==> config.mk <==
export PLATFORM = sky130hd
export DESIGN_NAME = cstm_top
export DESIGN_NICKNAME = d
export VERILOG_FILES = /design/src/include/cstm_pkg.sv /design/src/rtl/cstm_timebase.sv /design/src/rtl/cstm_top.sv
export SDC_FILE = /design/constraint.sdc
export NUM_CORES = 1
export LEC_CHECK = 0
export BUFFER_PORTS_ARGS = -buffer_cell sky130_fd_sc_hd__buf_4
export CORE_MARGIN = 8
export CORE_UTILIZATION = 50
export CTS_BUF_LIST = sky130_fd_sc_hd__clkbuf_2
export DETAILED_ROUTE_END_ITERATION = 6
export PLACE_DENSITY = 0.69
export SKIP_LAST_GASP = 1
export SLEW_MARGIN = 0
export SYNTH_ARGS = -nofsm -noshare
export SYNTH_HDL_FRONTEND = slang
export SYNTH_SLANG_ARGS = --single-unit
==> constraint.sdc <==
create_clock -name ref_clk -period 3.1 [get_ports ref_clk]
set_input_delay 0.31 -clock ref_clk [delete_from_list [all_inputs] [get_ports ref_clk]]
set_output_delay 0.31 -clock ref_clk [all_outputs]
set_load 0.02 [all_outputs]
==> src/include/cstm_pkg.sv <==
// cstm_pkg: constants shared by the charge status and test-mode logic.
// assumes a 125 MHz reference clock; timer units are half minutes.
package cstm_pkg;

   // reference clock period in ns and rate
   localparam int unsigned CLK_PERIOD_NS = 8;
   // fine timebase tick: half a minute divided by 512, in ns
   localparam longint unsigned FINE_TICK_NS = 64'h00000000037E11D6;
   // fine tick as clock cycles, rounded up
   localparam int unsigned FINE_TICK_CYC = int'((FINE_TICK_NS + CLK_PERIOD_NS - 1) / CLK_PERIOD_NS);
   // fine ticks per normal timer unit (test mode shortens safety/initial by this)
   localparam int unsigned SAFE_TEST_DIV = 512;
   // test-mode peak timer unit in fine ticks (512 / 64)
   localparam int unsigned PEAK_TEST_FINE = 8;
   // fine ticks per half period of the blink output
   localparam int unsigned BLINK_HALF_FINE = 2;

   // timer counter width, half-minute units
   localparam int unsigned TMR_W = 9;
   // timer-select codes seen on the two select pins
   localparam logic [1:0] TSEL_LOW = 2'h0;
   localparam logic [1:0] TSEL_HIGH = 2'h1;
   localparam logic [1:0] TSEL_FLOAT = 2'h2;
   // limits in half minutes: safety 40/80/160, peak 2/4/8, initial 1.5/3/3 min
   localparam logic [TMR_W-1:0] SAFE_HIGH = 9'h050;
   localparam logic [TMR_W-1:0] SAFE_LOW = 9'h0A0;
   localparam logic [TMR_W-1:0] SAFE_FLOAT = 9'h140;
   localparam logic [TMR_W-1:0] PEAK_HIGH = 9'h004;
   localparam logic [TMR_W-1:0] PEAK_LOW = 9'h008;
   localparam logic [TMR_W-1:0] PEAK_FLOAT = 9'h010;
   localparam logic [TMR_W-1:0] INIT_HIGH = 9'h003;
   localparam logic [TMR_W-1:0] INIT_LOW = 9'h006;
   localparam logic [TMR_W-1:0] INIT_FLOAT = 9'h006;
   // timer reset value
   localparam logic [TMR_W-1:0] TMR_ZERO = 9'h000;

   // number of synchronised input bits
   localparam int unsigned SYNC_N = 8;

   // charge state machine
   typedef enum logic [2:0] {
      CSTM_ST_RESET,
      CSTM_ST_CHECK,
      CSTM_ST_FAST,
      CSTM_ST_TRICKLE,
      CSTM_ST_ABNORMAL
   } cstm_state_t;

endpackage : cstm_pkg

==> src/rtl/cstm_timebase.sv <==
// cstm_timebase: divides the reference clock into the fine tick, the slow
// timer ticks and the blink phase. assumes a synchronous, clean clock.
`timescale 1ns/100ps
module cstm_timebase
   import cstm_pkg::*;
#(
   parameter int unsigned FINE_CYC = FINE_TICK_CYC
)
(
   input wire logic ref_clk,
   input wire logic nrst,
   output logic fine_tick,
   output logic slow_tick,
   output logic peak_test_tick,
   output logic blink_phase
);

   // cycle counter for the fine tick
   logic [31:0] cyc_q;
   // fine tick counter, 512 per slow tick
   logic [8:0] fine_cnt_q;
   // half-period counter of the blink output
   logic [0:0] blink_cnt_q;

   // fine tick: one pulse every FINE_CYC cycles
   always_ff @(posedge ref_clk or negedge nrst)
   begin
      if (!nrst)
      begin
         cyc_q <= 32'h0;
         fine_tick <= 1'b0;
      end
      else if (cyc_q == FINE_CYC - 1)
      begin
         cyc_q <= 32'h0;
         fine_tick <= 1'b1;
      end
      else
      begin
         cyc_q <= cyc_q + 32'h1;
         fine_tick <= 1'b0;
      end
   end

   // slow and test-peak ticks share one fine tick counter
   always_ff @(posedge ref_clk or negedge nrst)
   begin
      if (!nrst)
      begin
         fine_cnt_q <= 9'h000;
         slow_tick <= 1'b0;
         peak_test_tick <= 1'b0;
      end
      else
      begin
         slow_tick <= fine_tick && (fine_cnt_q == 9'(SAFE_TEST_DIV - 1));
         peak_test_tick <= fine_tick && (fine_cnt_q[2:0] == 3'(PEAK_TEST_FINE - 1));
         if (fine_tick)
         begin
            fine_cnt_q <= fine_cnt_q + 9'h001;
         end
      end
   end

   // blink phase: same divider in every mode, so the rate never changes
   always_ff @(posedge ref_clk or negedge nrst)
   begin
      if (!nrst)
      begin
         blink_cnt_q <= 1'b0;
         blink_phase <= 1'b0;
      end
      else if (fine_tick)
      begin
         if (blink_cnt_q == 1'(BLINK_HALF_FINE - 1))
         begin
            blink_cnt_q <= 1'b0;
            blink_phase <= ~blink_phase;
         end
         else
         begin
            blink_cnt_q <= blink_cnt_q + 1'b1;
         end
      end
   end

endmodule : cstm_timebase

==> src/rtl/cstm_top.sv <==
// cstm_top: charge state machine, termination timers and status outputs.
// assumes analog comparators outside deliver the sense window flags.
// Functional notes
// - test segments 4, 8, 10 end fast charge
// - trickle charge makes blink output toggle ~4Hz
// - fast charge: switch on, lamp off, blink on
// - fast, trickle and abnormal output encodings
// - lamp pairs with switch; blink stands alone
// - sense outside window: reset, release, blink high
// - test mode: timers /512, peak /64
// - timer select picks safety, peak, initial periods
// - hold mode pauses safety, keeps fast charge
`timescale 1ns/100ps
module cstm_top
   import cstm_pkg::*;
#(
   parameter int unsigned FINE_CYC = FINE_TICK_CYC
)
(
   input wire logic ref_clk,
   input wire logic nrst,
   input wire logic battery_sense_input,
   input wire logic sense_ok,
   input wire logic neg_slope,
   input wire logic at_peak,
   input wire logic [1:0] timer_select,
   input wire logic test_mode,
   input wire logic external_supply_hold_mode,
   output logic charge_switch_output,
   output logic charge_switch_oe_n,
   output logic status_lamp_output,
   output logic status_lamp_oe_n,
   output logic blink_output_n
);

   // raw pins gathered for the synchroniser
   logic [SYNC_N-1:0] pin_raw;
   // first and second synchroniser stages
   logic [SYNC_N-1:0] meta_q;
   logic [SYNC_N-1:0] sync_q;
   // synchronised views
   logic valid_s, ok_s, slope_s, peak_s, test_s, hold_s;
   logic [1:0] tsel_s;
   // timebase ticks
   logic fine_tick, slow_tick, peak_test_tick, blink_phase;
   // state machine
   cstm_state_t state_q, state_d;
   // termination timers in half-minute units
   logic [TMR_W-1:0] safety_q, init_q, peak_q;
   // selected limits
   logic [TMR_W-1:0] safe_lim, peak_lim, init_lim;
   // tick enables per timer, and termination request
   logic safe_tick, peak_tick, init_done, term;

   assign pin_raw = {battery_sense_input, sense_ok, neg_slope, at_peak,
                     timer_select, test_mode, external_supply_hold_mode};

   // two flops per pin; first stage read only by the second
   genvar gi;
   generate
      for (gi = 0; gi < SYNC_N; gi++)
      begin : g_sync
         always_ff @(posedge ref_clk or negedge nrst)
         begin
            if (!nrst)
            begin
               meta_q[gi] <= 1'b0;
               sync_q[gi] <= 1'b0;
            end
            else
            begin
               meta_q[gi] <= pin_raw[gi];
               sync_q[gi] <= meta_q[gi];
            end
         end
      end
   endgenerate

   assign valid_s = sync_q[7];
   assign ok_s = sync_q[6];
   assign slope_s = sync_q[5];
   assign peak_s = sync_q[4];
   assign tsel_s = sync_q[3:2]; // may be toggled by a tester mid
   assign test_s = sync_q[1];
   assign hold_s = sync_q[0];

   cstm_timebase #(
      .FINE_CYC(FINE_CYC)
   ) u_timebase (
      .ref_clk(ref_clk),
      .nrst(nrst),
      .fine_tick(fine_tick),
      .slow_tick(slow_tick),
      .peak_test_tick(peak_test_tick),
      .blink_phase(blink_phase)
   );

   // period selection from the timer pins; unknown code treated as floating
   always_comb
   begin
      if (tsel_s == TSEL_HIGH)
      begin
         safe_lim = SAFE_HIGH;
         peak_lim = PEAK_HIGH;
         init_lim = INIT_HIGH;
      end
      else if (tsel_s == TSEL_LOW)
      begin
         safe_lim = SAFE_LOW;
         peak_lim = PEAK_LOW;
         init_lim = INIT_LOW;
      end
      else
      begin
         safe_lim = SAFE_FLOAT;
         peak_lim = PEAK_FLOAT;
         init_lim = INIT_FLOAT;
      end
   end

   // test mode runs safety/initial 512x and peak 64x faster
   assign safe_tick = test_s ? fine_tick : slow_tick;
   assign peak_tick = test_s ? peak_test_tick : slow_tick;
   assign init_done = (init_q >= init_lim);

   // any termination path; hold mode masks them all
   assign term = !hold_s && ((safety_q >= safe_lim) ||
                 (init_done && (slope_s || (peak_q >= peak_lim))));

   // next state
   always_comb
   begin
      state_d = state_q;
      case (state_q)
         CSTM_ST_RESET:
            state_d = CSTM_ST_CHECK; // restart as after power-on
         CSTM_ST_CHECK:
            state_d = ok_s ? CSTM_ST_FAST : CSTM_ST_ABNORMAL;
         CSTM_ST_FAST:
            if (term)
            begin
               state_d = CSTM_ST_TRICKLE;
            end
         CSTM_ST_ABNORMAL:
            if (ok_s)
            begin
               state_d = CSTM_ST_CHECK;
            end
         default:
            state_d = state_q; // trickle is final until reset
      endcase
      if (!valid_s)
      begin
         state_d = CSTM_ST_RESET; // sense out of window wins
      end
   end

   // state register
   always_ff @(posedge ref_clk or negedge nrst)
   begin
      if (!nrst)
      begin
         state_q <= CSTM_ST_RESET;
      end
      else
      begin
         state_q <= state_d;
      end
   end

   // safety and initial timers; cleared outside fast charge
   always_ff @(posedge ref_clk or negedge nrst)
   begin
      if (!nrst)
      begin
         safety_q <= TMR_ZERO;
         init_q <= TMR_ZERO;
      end
      else if (state_q != CSTM_ST_FAST)
      begin
         safety_q <= TMR_ZERO;
         init_q <= TMR_ZERO;
      end
      else if (safe_tick)
      begin
         if (!hold_s && safety_q < safe_lim)
         begin
            safety_q <= safety_q + 9'h001; // paused in hold mode
         end
         if (!init_done)
         begin
            init_q <= init_q + 9'h001;
         end
      end
   end

   // peak timer: runs only while the voltage sits at its peak
   always_ff @(posedge ref_clk or negedge nrst)
   begin
      if (!nrst)
      begin
         peak_q <= TMR_ZERO;
      end
      else if (state_q != CSTM_ST_FAST || !peak_s || !init_done)
      begin
         peak_q <= TMR_ZERO;
      end
      else if (peak_tick && peak_q < peak_lim)
      begin
         peak_q <= peak_q + 9'h001;
      end
   end

   // output encodings; open drain is on when driven low
   always_ff @(posedge ref_clk or negedge nrst)
   begin
      if (!nrst)
      begin
         charge_switch_output <= 1'b0;
         charge_switch_oe_n <= 1'b1;
         status_lamp_output <= 1'b0;
         status_lamp_oe_n <= 1'b1;
         blink_output_n <= 1'b1;
      end
      else
      begin
         charge_switch_output <= 1'b0;
         status_lamp_output <= 1'b0;
         case (state_q)
            CSTM_ST_FAST:
            begin
               charge_switch_oe_n <= 1'b0; // switch on, lamp off
               status_lamp_oe_n <= 1'b1;
               blink_output_n <= 1'b0;
            end
            CSTM_ST_TRICKLE:
            begin
               charge_switch_oe_n <= 1'b1;
               status_lamp_oe_n <= 1'b0;
               blink_output_n <= blink_phase;
            end
            CSTM_ST_ABNORMAL:
            begin
               charge_switch_oe_n <= 1'b1; // all off
               status_lamp_oe_n <= 1'b1;
               blink_output_n <= 1'b1; // blink held high (off) as well, same as reset and check
            end
            default:
            begin
               charge_switch_oe_n <= 1'b1; // reset and check: released
               status_lamp_oe_n <= 1'b1;
               blink_output_n <= 1'b1;
            end
         endcase
      end
   end
endmodule : cstm_top

==> impl_metrics.tcl <==
set metrics [dict create \
    setup_violations 0 \
    p_leak_uw 0.00215 \
    r2r_slack_ns 0.57 \
    final.setup.tns_ns 0 \
    cp.depth 7 \
    reg2reg_to "safety_q[6]" \
    synth_area_sq_um 4350 \
    ys_async_sr_fraction 1.00 \
    numClockSinks 95 \
    wl_per_cell_microns 13.7 \
    io_buffer_count 12 \
    num_vias 2789 \
    routed_wl_microns 7360 \
    cp_cell_sequence "or2_2, ha_1, nand2_1, o21ai_0, nor4_1, xnor2_1, nor2_1" \
    syn_to_final_growth_pct 9.32 \
    synthCells 401 \
    worst_clock_skew_ns 0.0325 \
    worstSetupStartpointType "register" \
    crit_type "reg -> reg" \
    grt_pass1_wl_microns 12800 \
    cts_tree "done" \
    synth_ff_type "dfrtp_1" \
    endpoint_kind "register" \
    slowest_stage "o21ai_0" \
    irDropWorstVdd_mv 0.188 \
    rows 34 \
    clk_pin_slew_ns 0.28 \
    min_period_ns 2.53 \
    clock_path_buffers 2 \
    ant_nets 0 \
    num_antenna_cells 0 \
    grt_max_degree 68 \
    ys_seq_elements 95 \
    yosysUniqueCellTypes 44 \
    die_height_microns 109 \
    cpLargestDelayFamily "compound AO/OA/AOI/OAI gates" \
    crit_path_max_fanout 11 \
    hold_violations 0 \
    drt-initial-drc-count 90 \
    track_usage 0.134 \
    initial_core_util 0.506 \
    routed_via_density 5.17 \
    slew_headroom 0.263 \
    mostFrequentLayoutCell "dfrtp_1" \
    insertion_delay_ns 0.56 \
    tightest_slew_ns 1.09 \
    r2r_cells 7 \
    finalCritPeriodShare 0.816 \
    drive_above_1_share 0.107 \
    rsz0062_at_grt "false" \
    final_cells 539 \
    grt-ovfl-total 0 \
    ctsResizeCount 0 \
    coreArea_sq_um 8590 \
    synth_edf_count 0 \
    drc 0 \
    cpPeakStageDelay_ns 0.85 \
    htreeDepth 3 \
    final_cell_mix "dfrtp_1 (92), nor2_1 (49), xnor2_1 (30), nand2_1 (23), nand3_1 (21)" \
    dpl.cell_count 514 \
    postCtsSetupBuffers 0 \
    antenna_found_initial 0 \
    r2r-start "sync_q[3]" \
    die_area_sq_um 11900 \
    status "finished clean" \
    dp_hpwl_microns 5120 \
    p_per_area_nw_per_um2 419 \
    firstDrtPassIters 4 \
    chipWidth_microns 109 \
    cts_root_buffer "clkbuf_2" \
    ios 15 \
    critPathArrivalTime_ns 2.98 \
    gp_congestion 0.767 \
    required_ns 3.55 \
    final_nets 456 \
    crit_start "sync_q[3]" \
    grt_pass1_vias 2851 \
    yosysSeqAreaShare 0.547 \
    cap_viol_max_count 0 \
    hold_path.class "in -> async" \
    yosysWarningCount 0 \
    cts_buffers 9 \
    synth_area_per_cell_sq_um 10.8 \
    max_freq_ghz 0.396 \
    cp.buffers_inverters 0 \
    maxSlewViolCount 0 \
    ctsHoldBuffers 9 \
]
==> metrics by stage <==
| step | util | area [sq um] | setup WS, ns | hold WS (ns) | power [uW] |
|---|---|---|---|---|---|
| after floorplan | - | 4350 | 0.950 | 0.0144 | 1340 |
| after global placement | 0.529 | 4550 | 0.673 | 0.334 | 1380 |
| after detailed placement | 0.529 | 4550 | 0.632 | 0.340 | 1390 |
| after CTS | 0.553 | 4750 | 0.588 | 0.348 | 2020 |
| after global routing | 0.553 | 4750 | 0.293 | 0.336 | 2070 |
| final | 0.553 | 4750 | 0.572 | 0.355 | 1990 |
==> per-layer routing <==
metal  vias to the layer above  share of wire  wire length, microns  global-route usage
met5                         -              0                     0                   0
met4                         0          0.011                    79              0.0405
met3                         9          0.032                   232              0.0361
met2                        22           0.50                  3680               0.239
met1                      1344           0.46                  3370               0.153
li1                       1414              -                     -                   -
==> worst register-to-register path, delay by kind of cell, from the launching register on <==
family / cells / cell delay [ns]
simple gates: 4 / 0.63
flops: 1 / 0.44
fa+ha+maj: 1 / 0.31
xor+xnor: 1 / 0.21
compound gates: 1 / 0.85
==> worst max path at each step <==
stage	end	slack, ns
2_1_floorplan	peak_q[3]	0.95
3_3_place_gp	safety_q[8]	0.67
3_5_place_dp	safety_q[6]	0.63
4_1_cts	safety_q[0]	0.59
5_1_grt	safety_q[8]	0.29
6_report	safety_q[6]	0.57
==> where the power goes <==
| part | internal, uW | leakage (uW) | switching (uW) |
|---|---|---|---|
| combinational | 37.4 | 0.000818 | 57.1 |
| clock | 196 | 0.0000729 | 425 |
| sequential | 1260 | 0.00126 | 13.6 |
| total | 1500 | 0.00215 | 495 |
==> synthesized netlist by cell type (3+ instances only) <==
cell      count  share of area
buf_2         3         0.0035
nor3_1        6         0.0069
or4_1         4         0.0069
and3_1        5         0.0072
or3_1         6         0.0086
ha_1         20          0.058
o211ai_1      3         0.0052
mux2i_1       3         0.0069
inv_1        18          0.016
xor2_1       17          0.034
o21ai_0      11          0.013
nor4_1        6         0.0086
mux2_2        5          0.013
nand2_1      23          0.020
a21oi_1      10          0.012
and2_1       13          0.019
dfrtp_1      92           0.53
nor2b_1       4         0.0058
and4_1        3         0.0060
clkbuf_1      3         0.0026
dfstp_2       3          0.018
nand3_1      21          0.024
xnor2_1      30          0.060
nand4_1      17          0.024
nor2_1       49          0.042
==> sequential cells by signal (all words and copies together) (netlist names), 2 cells and up <==
signal,count
meta_q,8
safety_q,9
sync_q,2
state_q,3
peak_q,9
init_q,9
u_timebase.fine_cnt_q,9
u_timebase.cyc_q,32
==> kinds of logic (layout without fill, tap and decap cells) <==
kind of cell / Yosys count / in the layout / synth area share
AOI/OAI and AO/OA: 31 / 31 / 0.0472
DFF: 95 / 95 / 0.547
xor gates and xnor gates: 47 / 47 / 0.0946
and+or+nand+nor: 170 / 170 / 0.204
buffers and inverters: 29 / 58 / 0.0282
muxes: 8 / 8 / 0.0198
adders and majority gates: 20 / 20 / 0.0575
other: 1 / 2 / 0.000862
==> area by class of cell <==
type | instances | area (sq um)
clock buffer | 10 | 50.0
inverter | 18 | 67.6
clock inverter | 6 | 68.8
timing repair buffer | 24 | 203
fill | 752 | 3840
multi-input combinational | 278 | 1850
sequential | 95 | 2380
tap | 108 | 135
(Power assumes the default switching activity.)
